===== src/rtl/hsr_pkg.sv =====
// hsr_pkg: shared register map, bit weights and sizes for the service request block
package hsr_pkg;
	localparam int          ADDR_W          = 7;
	localparam int          DATA_W          = 8;
	localparam int          CHAN_W          = 3;
	localparam int          TX_DEPTH        = 8;
	localparam logic [6:0]  OFS_VEC         = 7'h40;
	localparam logic [6:0]  OFS_SCH1        = 7'h41;
	localparam logic [6:0]  OFS_SCH2        = 7'h42;
	localparam logic [6:0]  OFS_SCH3        = 7'h43;
	localparam logic [6:0]  OFS_MCHG        = 7'h12;
	localparam logic [6:0]  OFS_MSMV        = 7'h61;
	localparam logic [6:0]  OFS_TSMV        = 7'h62;
	localparam logic [6:0]  OFS_RSMV        = 7'h63;
	localparam logic [6:0]  OFS_CSEL        = 7'h64;
	localparam logic [6:0]  OFS_PEND        = 7'h65;
	localparam logic [6:0]  OFS_RCFG        = 7'h66;
	localparam logic [6:0]  OFS_FREV        = 7'h6B;
	localparam logic [6:0]  OFS_PPH         = 7'h70;
	localparam logic [6:0]  OFS_PPL         = 7'h71;
	localparam logic [6:0]  OFS_MACK        = 7'h75;
	localparam logic [6:0]  OFS_TACK        = 7'h76;
	localparam logic [6:0]  OFS_RACK        = 7'h77;
	localparam logic [6:0]  OFS_TXD         = 7'h7B;
	localparam logic [6:0]  OFS_EOS         = 7'h7F;
	localparam logic [7:0]  RST_VEC         = 8'hFF;
	localparam logic [7:0]  RST_PP          = 8'hFF;
	localparam logic [7:0]  RST_ACK         = 8'h80;
	localparam logic [7:0]  RST_ZERO       = 8'h00;
	localparam logic [7:0]  PEND_RX         = 8'h10;
	localparam logic [7:0]  PEND_TX         = 8'h04;
	localparam logic [7:0]  PEND_MDM        = 8'h02;
	localparam logic [7:0]  MCHG_CTS        = 8'h20;
	localparam logic [7:0]  MCHG_CD         = 8'h40;
	localparam logic [7:0]  MCHG_DSR        = 8'h80;
	localparam int          CHAN_LSB        = 2;
	localparam logic [7:0]  FREV_ARB        = 8'h5A; // arbitrary value
	localparam logic [1:0]  VEC_MDM         = 2'h1;
	localparam logic [1:0]  VEC_TX          = 2'h2;
	localparam logic [1:0]  VEC_RX          = 2'h3;
	localparam logic [7:0]  EOS_VALUE       = 8'h00;
	localparam logic [7:0]  MCHG_CLEAR      = 8'h00;
	localparam int          CLS_RX          = 0;
	localparam int          CLS_TX          = 1;
	localparam int          CLS_MDM         = 2;
	localparam int          N_CLS           = 3;
	typedef enum logic [3:0] {
		HS_IDLE = 4'b0001,
		HS_SETUP = 4'b0010,
		HS_RUN = 4'b0100,
		HS_DONE = 4'b1000
	} hsr_hstate_t;
endpackage : hsr_pkg


===== src/rtl/hsr_if.sv =====
// hsr_if: parallel register bus between host and the service request device
`timescale 1ns/100ps
`default_nettype none
interface hsr_if;
	logic [6:0] addr;
	logic [7:0] wdata;
	logic [7:0] rdata;
	logic       rd;
	logic       wr;
	logic       ack_in;
	logic       irq;
	modport dev  (input addr, input wdata, input rd, input wr, input ack_in, output rdata, output irq);
	modport host (output addr, output wdata, output rd, output wr, output ack_in, input rdata, input irq);
endinterface : hsr_if
`default_nettype wire


===== src/rtl/hsr_tx_buf.sv =====
// hsr_tx_buf: per-context transmit character buffer with write count
`timescale 1ns/100ps
`default_nettype none
module hsr_tx_buf #(
	parameter int DEPTH = 8,
	parameter int W     = 8
) (
	input  wire logic         clk,
	input  wire logic         sys_rst,
	input  wire logic         clr,
	input  wire logic         push,
	input  wire logic [W-1:0] din,
	output logic              full,
	output logic [3:0]        count,
	output logic [W-1:0]      last
);
	typedef struct packed {
		logic [3:0]   cnt;
		logic [W-1:0] last;
	} hsr_buf_st_t;
	logic [W-1:0] mem [DEPTH];
	hsr_buf_st_t  st_r;
	hsr_buf_st_t  st_nxt;
	always_comb begin
		st_nxt = st_r;
		if (clr) begin
			st_nxt.cnt = '0;
		end else if (push && !full) begin
			st_nxt.cnt  = st_r.cnt + 4'h1;
			st_nxt.last = din;
		end
	end
	always_ff @(posedge clk) begin
		if (sys_rst) begin
			st_r <= '0;
		end else begin
			st_r <= st_nxt;
		end
	end
	// storage has no reset; only count marks valid entries
	always_ff @(posedge clk) begin
		if (push && !full && !clr) begin
			mem[st_r.cnt[2:0]] <= din;
		end
	end
	assign full  = (st_r.cnt == 4'(DEPTH));
	assign count = st_r.cnt;
	assign last  = st_r.last;
endmodule : hsr_tx_buf
`default_nettype wire


===== src/rtl/hsr_dev.sv =====
// hsr_dev: device end: pending flags, acknowledge decode, service context, registers
// Operation
// - host programs match values before polling
// - polled read of match register acknowledges class
// - pending flags rx 0x10, tx 0x04, modem 0x02
// - channel number in service channel bits 4:2
// - up to eight transmit writes per context
// - end-of-service write closes the context
// - modem change flags cts, cd, dsr upper bits
// - host clears modem change flags before ending
// - modem soft acknowledge read enters modem context
// - polled and interrupt servicing may mix
// - hardware acknowledge address equals match value
`timescale 1ns/100ps
`default_nettype none
module hsr_dev #(
	parameter int TX_DEPTH = hsr_pkg::TX_DEPTH
) (
	input  wire logic       clk,
	input  wire logic       sys_rst,
	hsr_if.dev              bus,
	input  wire logic [2:0] req_valid,
	input  wire logic [2:0] req_chan_rx,
	input  wire logic [2:0] req_chan_tx,
	input  wire logic [2:0] req_chan_mdm,
	input  wire logic [2:0] mdm_change,
	output logic [2:0]      req_taken,
	output logic            tx_push,
	output logic [7:0]      tx_char,
	output logic [2:0]      tx_chan,
	output logic [3:0]      tx_count
);
	typedef struct packed {
		logic [7:0] vec;
		logic [7:0] sch2;
		logic [7:0] sch3;
		logic [7:0] msmv;
		logic [7:0] tsmv;
		logic [7:0] rsmv;
		logic [7:0] csel;
		logic [7:0] rcfg;
		logic [7:0] pph;
		logic [7:0] ppl;
		logic [7:0] mchg;
		logic       active;
		logic [1:0] cls;
		logic [2:0] chan;
		logic [7:0] rdata;
		logic       txp;
		logic [7:0] txc;
	} hsr_dev_st_t;
	hsr_dev_st_t st_r;
	hsr_dev_st_t st_nxt;
	logic        buf_full;
	logic [7:0]  pend;
	logic [2:0]  sel;
	logic [2:0]  sel_chan;
	logic        ack_mdm;
	logic        ack_tx;
	logic        ack_rx;
	logic        any_ack;
	logic [1:0]  ack_cls;
	logic        wr_tx;
	logic        wr_eos;
	logic [7:0]  gsc1;
	logic [7:0]  rd_mux;
	// only one class is presented at a time, rx first, so acknowledges stay unambiguous
	always_comb begin
		sel = 3'b000;
		if (st_r.active) begin
			sel = 3'b000;
		end else if (req_valid[hsr_pkg::CLS_RX]) begin
			sel[hsr_pkg::CLS_RX] = 1'b1;
		end else if (req_valid[hsr_pkg::CLS_TX]) begin
			sel[hsr_pkg::CLS_TX] = 1'b1;
		end else if (req_valid[hsr_pkg::CLS_MDM]) begin
			sel[hsr_pkg::CLS_MDM] = 1'b1;
		end
	end
	always_comb begin
		pend = 8'h00;
		if (st_r.active) begin
			unique case (st_r.cls)
				hsr_pkg::VEC_RX:  pend = hsr_pkg::PEND_RX;
				hsr_pkg::VEC_TX:  pend = hsr_pkg::PEND_TX;
				default:          pend = hsr_pkg::PEND_MDM;
			endcase
		end else begin
			pend = (sel[hsr_pkg::CLS_RX] ? hsr_pkg::PEND_RX : 8'h00)
			     | (sel[hsr_pkg::CLS_TX] ? hsr_pkg::PEND_TX : 8'h00)
			     | (sel[hsr_pkg::CLS_MDM] ? hsr_pkg::PEND_MDM : 8'h00);
		end
	end
	// hardware ack: ack_in read at match address; polled: plain read of match register
	assign ack_mdm = bus.rd && sel[hsr_pkg::CLS_MDM] &&
		((bus.ack_in && bus.addr == st_r.msmv[6:0]) ||
		 (!bus.ack_in && (bus.addr == hsr_pkg::OFS_MSMV || bus.addr == hsr_pkg::OFS_MACK)));
	assign ack_tx = bus.rd && sel[hsr_pkg::CLS_TX] &&
		((bus.ack_in && bus.addr == st_r.tsmv[6:0]) ||
		 (!bus.ack_in && (bus.addr == hsr_pkg::OFS_TSMV || bus.addr == hsr_pkg::OFS_TACK)));
	assign ack_rx = bus.rd && sel[hsr_pkg::CLS_RX] &&
		((bus.ack_in && bus.addr == st_r.rsmv[6:0]) ||
		 (!bus.ack_in && (bus.addr == hsr_pkg::OFS_RSMV || bus.addr == hsr_pkg::OFS_RACK)));
	assign any_ack  = ack_mdm || ack_tx || ack_rx;
	assign ack_cls  = ack_rx ? hsr_pkg::VEC_RX : (ack_tx ? hsr_pkg::VEC_TX : hsr_pkg::VEC_MDM);
	assign sel_chan = sel[hsr_pkg::CLS_RX] ? req_chan_rx : (sel[hsr_pkg::CLS_TX] ? req_chan_tx : req_chan_mdm);
	assign wr_tx  = bus.wr && bus.addr == hsr_pkg::OFS_TXD && st_r.active && st_r.cls == hsr_pkg::VEC_TX;
	assign wr_eos = bus.wr && bus.addr == hsr_pkg::OFS_EOS && st_r.active;
	assign gsc1   = 8'(st_r.chan) << hsr_pkg::CHAN_LSB;
	always_comb begin
		unique case (bus.addr)
			hsr_pkg::OFS_VEC:   rd_mux = st_r.vec;
			hsr_pkg::OFS_SCH1:  rd_mux = st_r.active ? gsc1 : 8'h00;
			hsr_pkg::OFS_SCH2:  rd_mux = st_r.sch2;
			hsr_pkg::OFS_SCH3:  rd_mux = st_r.sch3;
			hsr_pkg::OFS_MSMV:  rd_mux = st_r.msmv;
			hsr_pkg::OFS_TSMV:  rd_mux = st_r.tsmv;
			hsr_pkg::OFS_RSMV:  rd_mux = st_r.rsmv;
			hsr_pkg::OFS_CSEL:  rd_mux = st_r.csel;
			hsr_pkg::OFS_PEND:  rd_mux = pend;
			hsr_pkg::OFS_RCFG:  rd_mux = st_r.rcfg;
			hsr_pkg::OFS_FREV:  rd_mux = hsr_pkg::FREV_ARB;
			hsr_pkg::OFS_PPH:   rd_mux = st_r.pph;
			hsr_pkg::OFS_PPL:   rd_mux = st_r.ppl;
			hsr_pkg::OFS_MCHG:  rd_mux = st_r.mchg;
			hsr_pkg::OFS_MACK,
			hsr_pkg::OFS_TACK,
			hsr_pkg::OFS_RACK:  rd_mux = hsr_pkg::RST_ACK; // idle value when no class is presented
			default:            rd_mux = 8'h00;
		endcase
		// the acknowledge read returns the vector with the class code in bits 1:0
		if (any_ack) begin
			rd_mux = {st_r.vec[7:2], ack_cls};
		end
	end
	always_comb begin
		st_nxt     = st_r;
		st_nxt.txp = 1'b0;
		if (bus.rd) begin
			st_nxt.rdata = rd_mux;
		end
		if (bus.wr && !bus.ack_in) begin
			unique case (bus.addr)
				hsr_pkg::OFS_VEC:   st_nxt.vec   = bus.wdata;
				hsr_pkg::OFS_SCH2:  st_nxt.sch2  = bus.wdata;
				hsr_pkg::OFS_SCH3:  st_nxt.sch3  = bus.wdata;
				hsr_pkg::OFS_MSMV:  st_nxt.msmv  = bus.wdata;
				hsr_pkg::OFS_TSMV:  st_nxt.tsmv  = bus.wdata;
				hsr_pkg::OFS_RSMV:  st_nxt.rsmv  = bus.wdata;
				hsr_pkg::OFS_CSEL:  st_nxt.csel  = bus.wdata;
				hsr_pkg::OFS_RCFG:  st_nxt.rcfg  = bus.wdata;
				hsr_pkg::OFS_PPH:   st_nxt.pph   = bus.wdata;
				hsr_pkg::OFS_PPL:   st_nxt.ppl   = bus.wdata;
				hsr_pkg::OFS_MCHG:  st_nxt.mchg  = bus.wdata;
				default:            st_nxt.vec   = st_r.vec;
			endcase
		end
		// change events set the flags; set wins over a same-cycle clear
		if (mdm_change[0]) st_nxt.mchg = st_nxt.mchg | hsr_pkg::MCHG_CTS;
		if (mdm_change[1]) st_nxt.mchg = st_nxt.mchg | hsr_pkg::MCHG_CD;
		if (mdm_change[2]) st_nxt.mchg = st_nxt.mchg | hsr_pkg::MCHG_DSR;
		if (any_ack) begin
			st_nxt.active = 1'b1;
			st_nxt.cls    = ack_cls;
			st_nxt.chan   = sel_chan;
		end
		if (wr_tx && !buf_full) begin
			st_nxt.txp = 1'b1;
			st_nxt.txc = bus.wdata;
		end
		if (wr_eos) begin
			st_nxt.active = 1'b0;
		end
	end
	always_ff @(posedge clk) begin
		if (sys_rst) begin
			st_r       <= '0;
			st_r.vec   <= hsr_pkg::RST_VEC;
			st_r.pph   <= hsr_pkg::RST_PP;
			st_r.ppl   <= hsr_pkg::RST_PP;
		end else begin
			st_r <= st_nxt;
		end
	end
	hsr_tx_buf #(.DEPTH(TX_DEPTH), .W(hsr_pkg::DATA_W)) u_buf (
		.clk     (clk),
		.sys_rst (sys_rst),
		.clr     (wr_eos),
		.push    (wr_tx),
		.din     (bus.wdata),
		.full    (buf_full),
		.count   (tx_count),
		.last    ()
	);
	assign bus.rdata = st_r.rdata;
	assign bus.irq   = |pend && !st_r.active;
	assign req_taken = {ack_mdm, ack_tx, ack_rx};
	assign tx_push   = st_r.txp;
	assign tx_char   = st_r.txc;
	assign tx_chan   = st_r.chan;
endmodule : hsr_dev
`default_nettype wire


===== src/flat_wrapper.sv =====
// flat-port wrapper written by rule: the top's interface ports become plain ports
module hsr_dev_flat 
#(
	parameter int TX_DEPTH = hsr_pkg::TX_DEPTH
)
  (clk, sys_rst, req_valid, req_chan_rx, req_chan_tx, req_chan_mdm, mdm_change, req_taken, tx_push, tx_char, tx_chan, tx_count, bus_addr, bus_wdata, bus_rd, bus_wr, bus_ack_in, bus_rdata, bus_irq);
  hsr_if bus_i ();
  input  wire logic clk;
  input  wire logic sys_rst;
  input  wire logic [2:0] req_valid;
  input  wire logic [2:0] req_chan_rx;
  input  wire logic [2:0] req_chan_tx;
  input  wire logic [2:0] req_chan_mdm;
  input  wire logic [2:0] mdm_change;
  output logic [2:0] req_taken;
  output logic tx_push;
  output logic [7:0] tx_char;
  output logic [2:0] tx_chan;
  output logic [3:0] tx_count;
  input wire logic [$bits(bus_i.addr)-1:0] bus_addr;
  input wire logic [$bits(bus_i.wdata)-1:0] bus_wdata;
  input wire logic [$bits(bus_i.rd)-1:0] bus_rd;
  input wire logic [$bits(bus_i.wr)-1:0] bus_wr;
  input wire logic [$bits(bus_i.ack_in)-1:0] bus_ack_in;
  output wire logic [$bits(bus_i.rdata)-1:0] bus_rdata;
  output wire logic [$bits(bus_i.irq)-1:0] bus_irq;
  assign bus_i.addr = bus_addr;
  assign bus_i.wdata = bus_wdata;
  assign bus_i.rd = bus_rd;
  assign bus_i.wr = bus_wr;
  assign bus_i.ack_in = bus_ack_in;
  assign bus_rdata = bus_i.rdata;
  assign bus_irq = bus_i.irq;
  hsr_dev #(.TX_DEPTH(TX_DEPTH)) u_core (.clk(clk), .sys_rst(sys_rst), .bus(bus_i), .req_valid(req_valid), .req_chan_rx(req_chan_rx), .req_chan_tx(req_chan_tx), .req_chan_mdm(req_chan_mdm), .mdm_change(mdm_change), .req_taken(req_taken), .tx_push(tx_push), .tx_char(tx_char), .tx_chan(tx_chan), .tx_count(tx_count));
endmodule

===== config.mk =====
export PLATFORM = sky130hd
export DESIGN_NAME = hsr_dev_flat
export DESIGN_NICKNAME = d
export VERILOG_FILES = /design/src/rtl/hsr_pkg.sv /design/src/rtl/hsr_if.sv /design/src/rtl/hsr_tx_buf.sv /design/src/rtl/hsr_dev.sv /design/src/flat_wrapper.sv
export SDC_FILE = /design/constraint.sdc
export NUM_CORES = 1
export LEC_CHECK = 0
export BUFFER_PORTS_ARGS = -buffer_cell sky130_fd_sc_hd__buf_2
export CAP_MARGIN = 20
export CORE_ASPECT_RATIO = 1.2
export CORE_MARGIN = 2
export CORE_UTILIZATION = 53
export CTS_CLUSTER_SIZE = 20
export DETAILED_ROUTE_END_ITERATION = 10
export GPL_TIMING_DRIVEN = 0
export PLACE_DENSITY = 0.76
export SYNTH_ARGS = -nofsm -noshare
export SYNTH_HDL_FRONTEND = slang
export SYNTH_SLANG_ARGS = --single-unit

===== constraint.sdc =====
create_clock -name clk -period 2.3 [get_ports clk]
set_input_delay 0.46 -clock clk [delete_from_list [all_inputs] [get_ports clk]]
set_output_delay 0.46 -clock clk [all_outputs]
set_load 0.05 [all_outputs]

**Yosys cells after proc, flatten, opt, wreduce, memory -nomap -nowiden**

Cells that the tools add are included.

- Flip-flop bits (word level): 115
- Input port bits: 35
- Output and inout bits: 28
- Word-level logic and storage cells: 114

- Add/subtract/negate cells: 1
- Equality and inequality tests: 25
- Mux-type cells: 24
- Bitwise operators: 2
- Reductions and logical operators: 44

Operators by type and width:

| cell | count |
|---|---|
| 7-bit == test (second input constant) | 18 |
| 8-bit case mux with 15 select lines | 1 |
| 8-bit two-way mux | 5 |
| 7-bit == test | 3 |
| 1-bit logical AND | 20 |
| 2-bit AND reduction | 10 |
| 8-bit bitwise OR | 2 |
| 3-bit two-way mux | 4 |
| 5-bit two-way mux | 2 |
| 5-bit case mux with 2 select lines | 1 |
| 9-bit two-way mux | 1 |
| 1-bit logical OR | 8 |
| 2-bit two-way mux | 4 |
| 8-bit OR reduction | 1 |
| 7-bit by 5-bit == test with 1-bit output (second input constant) | 1 |
| 7-bit two-way mux | 1 |
| 6-bit two-way mux | 1 |
| 4-bit by 1-bit adder with 4-bit output (second input constant) | 1 |
| 2-bit == test (second input constant) | 2 |
| 4-bit == test (second input constant) | 1 |
| 1-bit two-way mux | 4 |
| 1-bit zero test | 3 |
| 3-bit OR reduction | 1 |
| 2-bit OR reduction | 1 |

**Logic depth before layout (Yosys ltp)**

Gate-level depths: netlist of the first run.

- Word-level depth: 10
- Mapped depth: 9
- Depth with buffers taken out: 7

**By module**

A second synthesis of the first run with hierarchy kept.

- Cell total of the unflattened synthesis: 791
- Area, all modules: 6309.8 um^2

By module, submodules not included:

| module | instances | cells an instance | area an instance (um^2) | seq. area each (um^2) |
|---|---|---|---|---|
| hsr_dev | 1 | 732 | 5726.7 | 2222.1 |
| hsr_tx_buf | 1 | 59 | 583.1 | 240.2 |

**Worst setup path before layout of the first run**

Ideal clock, no wire load.

- Path type: input -> output
- From: input port bus_addr[4]
- To: output port req_taken[2]
- Data arrival time: 1.917 ns
- Data required time: 1.840 ns
- Slack: -0.077 ns
- Stages: 7
- Path through: clkbuf_1 -> xor2_1 -> or3_1 -> o32ai_2 -> nand4_4 -> clkinv_1 -> buf_4

- Cells in the longest elaborated chain, start to end: 5

RTL lines:

| item | line | text |
|---|---|---|
| start: declaration | flat_wrapper.sv:20 | `input wire logic [$bits(bus_i.addr)-1:0] bus_addr;` |
| 7-bit == test | hsr_dev.sv:97 | `(!bus.ack_in && (bus.addr == hsr_pkg::OFS_MSMV \|\| bus.addr == hsr_pkg::OFS_MACK)));` |
| 1-bit logical OR | hsr_dev.sv:97 |  |
| 1-bit logical AND | hsr_dev.sv:97 |  |
| 1-bit logical OR (*) | hsr_dev.sv:96 | `((bus.ack_in && bus.addr == st_r.msmv[6:0]) \|\|` |
| 1-bit logical AND (*) | hsr_dev.sv:95 | `assign ack_mdm = bus.rd && sel[hsr_pkg::CLS_MDM] &&` |
| end: declaration | flat_wrapper.sv:15 | `output logic [2:0] req_taken;` |

Every way passes the cells marked *; elsewhere a longest branch is shown, timed or not.

**Final worst setup path of the first run**

- From: input port bus_addr[2]
- To: output port req_taken[1]

- Cells in the longest elaborated chain, start to end: 5

RTL lines:

| item | line | text |
|---|---|---|
| 7-bit == test | hsr_dev.sv:100 | `(!bus.ack_in && (bus.addr == hsr_pkg::OFS_TSMV \|\| bus.addr == hsr_pkg::OFS_TACK)));` |
| 1-bit logical OR | hsr_dev.sv:100 |  |
| 1-bit logical AND | hsr_dev.sv:100 |  |
| 1-bit logical OR (*) | hsr_dev.sv:99 | `((bus.ack_in && bus.addr == st_r.tsmv[6:0]) \|\|` |
| 1-bit logical AND (*) | hsr_dev.sv:98 | `assign ack_tx = bus.rd && sel[hsr_pkg::CLS_TX] &&` |

Marks and branches as above.

==> results of run 1 <==
## cell type report
cell class | instances | area share (%)
clock inverters | 15 | 2.35
repair buffers | 64 | 5.03
well taps | 154 | 2.62
clock buffers | 17 | 5.78
inverters | 12 | 0.680
plain buffers | 78 | 6.12
flip-flops and latches | 115 | 31.4
multi-input cells | 548 | 46.0
## flip-flops by register name, indices dropped and copies added (netlist names)
| register | cells |
|---|---|
| u_core.tx_char | 8 |
| u_core.st_r | 91 |
| u_core.bus.rdata | 8 |
| u_core.tx_chan | 3 |
| u_core.tx_push | 1 |
| u_core.u_buf.count | 4 |
## power by group through the flow
stage / Clock [uW] / Combinational, uW / Sequential, uW
floorplan: 0 / 280 / 2060
global placement: 0 / 416 / 2060
detailed placement: 0 / 421 / 2070
CTS: 2680 / 444 / 2020
global route: 2780 / 483 / 2020
finish: 2690 / 458 / 2020
## through the flow
stage / setup slack, ns / util (%) / hold WS [ns] / total power [uW]
2_1_floorplan: 0.00150 / - / 0.432 / 2340
6_report: 0.000243 / 66.4 / 0.279 / 5170
5_1_grt: -0.0307 / 66.4 / 0.299 / 5290
3_5_place_dp: -0.527 / 58.9 / 0.446 / 2490
3_3_place_gp: -0.476 / 58.9 / 0.445 / 2480
4_1_cts: -0.00566 / 65.8 / 0.284 / 5150
## what timing repair did
action,4_1_cts,5_1_grt
pin swaps,9,11
gates resized for setup,32,18
setup buffers,6,2
endpoints found under the hold margin,0,0
endpoints found under the setup margin,13,29
## layer usage
layer / track usage (%) / vias to the layer above / share of wire [%]
li1: - / 2806 / -
met2: 52.4 / 339 / 47
met5: 0 / - / 0
met4: 16.7 / 0 / 4.1
met1: 45.2 / 2847 / 40
met3: 6.51 / 60 / 9.0
## Yosys cell counts (all sizes together) (2+ instances only)
cell type,number,share of area [%]
mux2,2,0.37
dfxtp,115,38
a21oi,72,6.0
a2bb2oi,4,0.68
a22oi,9,1.1
and2,4,0.41
xnor2,12,1.7
o21ai,11,0.91
a221o,3,0.50
nand4,11,1.4
and3b,4,0.58
nand2b,8,0.83
a221oi,2,0.29
nand3b,29,3.6
buf,44,4.8
o22ai,4,0.52
a211oi,7,0.87
nor3b,5,0.62
o221ai,2,0.29
or3b,6,0.87
a311oi,2,0.39
o31ai,3,0.37
nor4bb,2,0.33
o311ai,4,0.58
mux2i,32,5.3
o211ai,7,1.1
nor4b,4,0.83
clkbuf,37,2.3
a222oi,2,0.33
a41oi,2,0.29
nor2,47,3.0
nand2,132,8.3
nor4,6,0.62
xor2,13,1.9
nand3,59,4.9
inv,11,0.68
nor3,12,0.99
nor2b,6,0.62
and3,3,0.31
ha,2,0.41
a31oi,3,0.31
## critical path, stage by stage
cell and delay [ns]:
buf_8 0.12, or4b_1 0.56, buf_6 0.15, nor2_4 0.14, o31ai_4 0.09, a21oi_2 0.15, buf_8 0.16
## how the worst max path moves through the flow
stage / startpoint / end / cells after the start
6_report: bus_addr[2] / req_taken[1] / 7
5_1_grt: u_core.st_r[64] / req_taken[0] / 5
4_1_cts: bus_addr[4] / req_taken[2] / 7
3_5_place_dp: bus_addr[4] / u_core.tx_char[4] / 8
3_3_place_gp: bus_addr[4] / u_core.tx_char[6] / 8
2_1_floorplan: bus_addr[4] / req_taken[2] / 7
## kinds of logic (layout without fill, tap and decap cells)
| family | Yosys count | count (layout) | share of synthesized area [%] |
|---|---|---|---|
| AO/OA/AOI/OAI | 143 | 143 | 15.5 |
| XOR/XNOR | 25 | 25 | 3.62 |
| adder cells (fa/ha/maj) | 2 | 2 | 0.413 |
| buffers and inverters | 93 | 186 | 7.82 |
| flip-flops | 115 | 115 | 38.0 |
| multiplexers | 34 | 34 | 5.67 |
| AND/OR/NAND/NOR | 344 | 344 | 28.9 |
==> qor.yml, run 1 <==
power_and_ir_drop:
  pwr_density_cell_nw_per_um2: 703
  switchingPower_uw: 1390
  clkPwrFrac_pct: 52.1
  pwr-share-comb_pct: 8.9
  p_sw_share_pct: 26.8
  total_leakage_power_uw: 0.00284
  seqPwrFrac_pct: 39.1
  cellInternalPower_uw: 3790
  ir_drop_mv: 0.609
floorplan:
  rows: 42
  dieArea_sq_um: 12300
  initial_core_util_pct: 54.6
  ios: 63
  die_x_um: 102
  fp.dieH_um: 121
  coreArea_sq_um: 11100
logic_synthesis:
  ys.warnings.count: 0
  yosysUniqueCellTypes: 67
  syn_avg_cell_area_sq_um: 8.00
  ys_seq_elements: 115
  synth_nets: 793
  ys_async_sr_fraction_pct: 0
  synth-edff-count: 0
  ys_seq_area_share_pct: 38.0
  synth_ff_type: "dfxtp_1"
  synthCells: 756
  synth_area_sq_um: 6050
placed_design:
  hpwl_mm: 15.0
  gp_congestion: 0.970
  io_buffers: 56
  placed_area_sq_um: 6540
  dp.cells: 966
finish:
  multi_input_area_sq_um: 3390
  fill_cells: 961
  final_cell_mix: "130 x nand2_1, 109 x dfxtp_1, 71 x a21oi_1, 65 x buf_2, 59 x nand3_1"
  final_cells: 1003
  area_growth_pct: 21.6
  nets: 873
  drive_gt1_share_pct: 21.4
  fin_area_sq_um: 7360
  final_common_cell: "nand2_1"
  n_antenna_cell: 0
  seqCellArea_sq_um: 2310
route:
  drt.antenna.violating_nets: 0
  drc_errors: 0
  drt-total-wl_mm: 20.5
  dr_total_vias: 6052
  wl_per_cell_um: 20.4
  drt_iter0_drc: 572
  vias_per_cell: 6.03
  dr.pass1.iters: 9
sta:
  grt_setup_unrepaired: "yes"
  slew_violations: 0
  fmax_mhz: 435
  max-slew-margin-rel_pct: 40.8
  clock_skew_ns: 0.00973
  post-route-min-period_ns: 2.30
  setup_violations: 0
  worst_pin_slew_ns: 0.882
  hold_violations: 0
  setup_tns_ns: 0
  period_share_pct: 100
hold_path:
  hp-start: "mdm_change[1]"
  worstHoldPathCells: 3
  min_path_type: "in -> reg"
  min_to: "u_core.st_r[29]"
clock_tree:
  htreeDepth: 4
  clkTransAtPathRegs_ns: 0.06
  clockRootBuffer: "clkbuf_16"
  cts_tree: "yes"
  clock_latency_ns: 0.42
  clock_sinks: 115
  max-clock-path-buffers: 2
  cts_buffers: 17
  ctsHoldBuffers: 0
global_routing:
  antenna_found_initial: 0
  grt_use_total_pct: 34.0
  grt_max_degree: 17
  grt_pass1_wl_mm: 31.3
  grt_overflow: 0
  grt_pass1_vias: 5708
critical_path:
  end_kind: "output pin"
  critPathKind: "in -> out"
  worst-path-max-fanout: 10
  reg2reg_setup_slack_ns: 0.22
  cp_data_arrival_time_ns: 1.84
  timing.rr.end: "u_core.bus.rdata[6]"
  rr_startpoint: "u_core.st_r[64]"
  cp.required_ns: 1.84
  worst_r2r_path_depth: 7
  startpoint_type: "input pin"
run:
  drv_cap: 0
outcome:
  outcome: "completed"
Note: power is estimated with default switching activity, not from simulation.
==> inputs of run 2 (changes only) <==
Settings changed: CORE_UTILIZATION 53 to 55, CTS_BUF_LIST set to sky130_fd_sc_hd__clkbuf_4 sky130_fd_sc_hd__clkbuf_8, GPL_ROUTABILITY_DRIVEN set to 1, PLACE_DENSITY 0.76 to 0.78, REMOVE_ABC_BUFFERS set to 1.
==> run 2 against run 1 <==
Compared with the run above: largest cell class unchanged; core utilization decreased by 1.3 points; register-to-register slack got worse by 0.09 ns; sequential share of layout area increased by 2.0 points; non-clock buffer count decreased by 56; setup slack got worse by 0.031 ns; routed wire length decreased by 12%; clock-buffer cell count increased by 1; the run now ends with negative setup slack left; total power decreased by 18%; first-iteration DRC count increased by 40%.
==> qor.yml, run 2 (synthesis results as in run 1) <==
outcome:
  outcome: "finished with violations"
  failed_checks: "negative setup slack"
floorplan:
  dieArea_sq_um: 11900
  rows: 41
  initial_core_util_pct: 57.0
  ios: 63
  coreArea_sq_um: 10600
  die_x_um: 99.8
  fp.dieH_um: 119
sta:
  layout_setup_ws_ns: -0.0303
  hold_slack_ns: 0.235
  max-slew-margin-rel_pct: 37.6
  post-route-min-period_ns: 2.33
  period_share_pct: 101
  slew_violations: 0
  setup_violations: 1
  clock_skew_ns: 0.0115
  hold_violations: 0
  fmax_mhz: 429
  worst_pin_slew_ns: 0.929
  setup_tns_ns: -0.0303
  grt_setup_unrepaired: "yes"
critical_path:
  worst-path-max-fanout: 2
  reg2reg_setup_slack_ns: 0.13
  rr_startpoint: "u_core.st_r[64]"
  startpoint_type: "register"
  cp_data_arrival_time_ns: 1.87
  cp.required_ns: 1.84
  end_kind: "output pin"
  startpoint: "u_core.st_r[64]"
  critPathKind: "reg -> out"
  timing.rr.end: "u_core.bus.rdata[5]"
  worst_r2r_path_depth: 8
  crit_path_end: "req_taken[0]"
clock_tree:
  clockRootBuffer: "clkbuf_8"
  clkTransAtPathRegs_ns: 0.08
  clock_latency_ns: 0.45
  htreeDepth: 4
  clock_sinks: 115
  max-clock-path-buffers: 2
  cts_tree: "yes"
  cts_buffers: 17
route:
  dr.pass1.iters: 5
  dr_total_vias: 5883
  drc_errors: 0
  drt.antenna.violating_nets: 0
  drt-total-wl_mm: 18.1
  drt_iter0_drc: 798
  vias_per_cell: 6.38
  wl_per_cell_um: 19.6
finish:
  final_cell_mix: "130 x nand2_1, 111 x dfxtp_1, 72 x a21oi_1, 58 x nand3_1, 51 x buf_2"
  regMostFlops: "u_core.st_r"
  final_common_cell: "nand2_1"
  n_antenna_cell: 0
  nets: 817
  largest_reg_flops: 91
  drive_gt1_share_pct: 20.8
  area_growth_pct: 14.2
  final_util_pct: 65.1
global_routing:
  grt_overflow: 0
  grt_pass1_wl_mm: 28.2
  grt_pass1_vias: 5369
  grt_max_degree: 74
  grt_use_total_pct: 30.4
  antenna_found_initial: 0
run:
  drv_cap: 0
power_and_ir_drop:
  pwr_density_cell_nw_per_um2: 615
  seqPwrFrac_pct: 47.5
  p_sw_share_pct: 28.5
  clkPwrFrac_pct: 42.3
  cellInternalPower_uw: 3040
  pwr-share-comb_pct: 10.2
  switchingPower_uw: 1210
  total_leakage_power_uw: 0.00262
  ir_drop_mv: 0.340
placed_design:
  hpwl_mm: 11.9
  io_buffers: 62
  gp_congestion: 0.937
hold_path:
  min_path_type: "in -> reg"
run 2: worst min-delay path by stage:
| stage | startpoint | to | slack, ns | depth (start not counted) |
|---|---|---|---|---|
| finish | mdm_change[2] | u_core.st_r[30] | 0.23 | 3 |
| global route | mdm_change[1] | u_core.st_r[29] | 0.24 | 3 |
| CTS | mdm_change[1] | u_core.st_r[29] | 0.22 | 3 |
| detailed placement | u_core.st_r[102] | u_core.st_r[102] | 0.45 | 2 |
| global placement | u_core.st_r[102] | u_core.st_r[102] | 0.44 | 2 |
| floorplan | u_core.st_r[25] | u_core.st_r[25] | 0.43 | 2 |
run 2: worst max-delay path, stage by stage, from the launching register on:
cell and delay [ns]:
dfxtp_2 0.33, xor2_1 0.16, nor4_2 0.36, a41oi_2 0.19, nor2_2 0.18, buf_6 0.18
run 2: power groups by stage:
stage	Combinational (uW)	Clock (uW)	Sequential (uW)
3_5_place_dp	388	0	2070
3_3_place_gp	365	0	2070
4_1_cts	416	1800	2020
5_1_grt	456	1890	2020
6_report	434	1800	2020
2_1_floorplan	151	0	2090
run 2: routing by layer:
layer	routed length, um	vias to the layer above	GRT usage (%)
met3	1760	72	8.69
met4	702	0	13.7
li1	-	2689	-
met1	7010	2744	37.7
met5	0	-	0
met2	8580	378	48.6
run 2: repair_timing:
item | 4_1_cts | 5_1_grt
pin swaps | 7 | 9
resized for setup | 39 | 14
setup endpoints to repair | 80 | 27
hold buffers | 0 | 0
buffers inserted | 12 | 6
run 2: area by class of cell:
type                            instances  area (sq um)
Clock buffer                           18           248
Multi-Input combinational cell        548          3400
Timing Repair Buffer                   86           617
Fill cell                             891          3710
Sequential cell                       115          2310
Tap cell                              129           161
Clock inverter                         14           128
Inverter                               12          50.0
run 2: per-stage QoR:
| step | setup slack [ns] | instance area, sq um | instances | total power, uW |
|---|---|---|---|---|
| floorplan | -0.320 | 5620 | 675 | 2240 |
| global placement | -1.71 | 6090 | 866 | 2430 |
| detailed placement | -1.07 | 6210 | 872 | 2450 |
| CTS | -0.0291 | 6820 | 916 | 4240 |
| global route | -0.0783 | 6910 | 922 | 4370 |
| finish | -0.0303 | 6910 | 922 | 4250 |
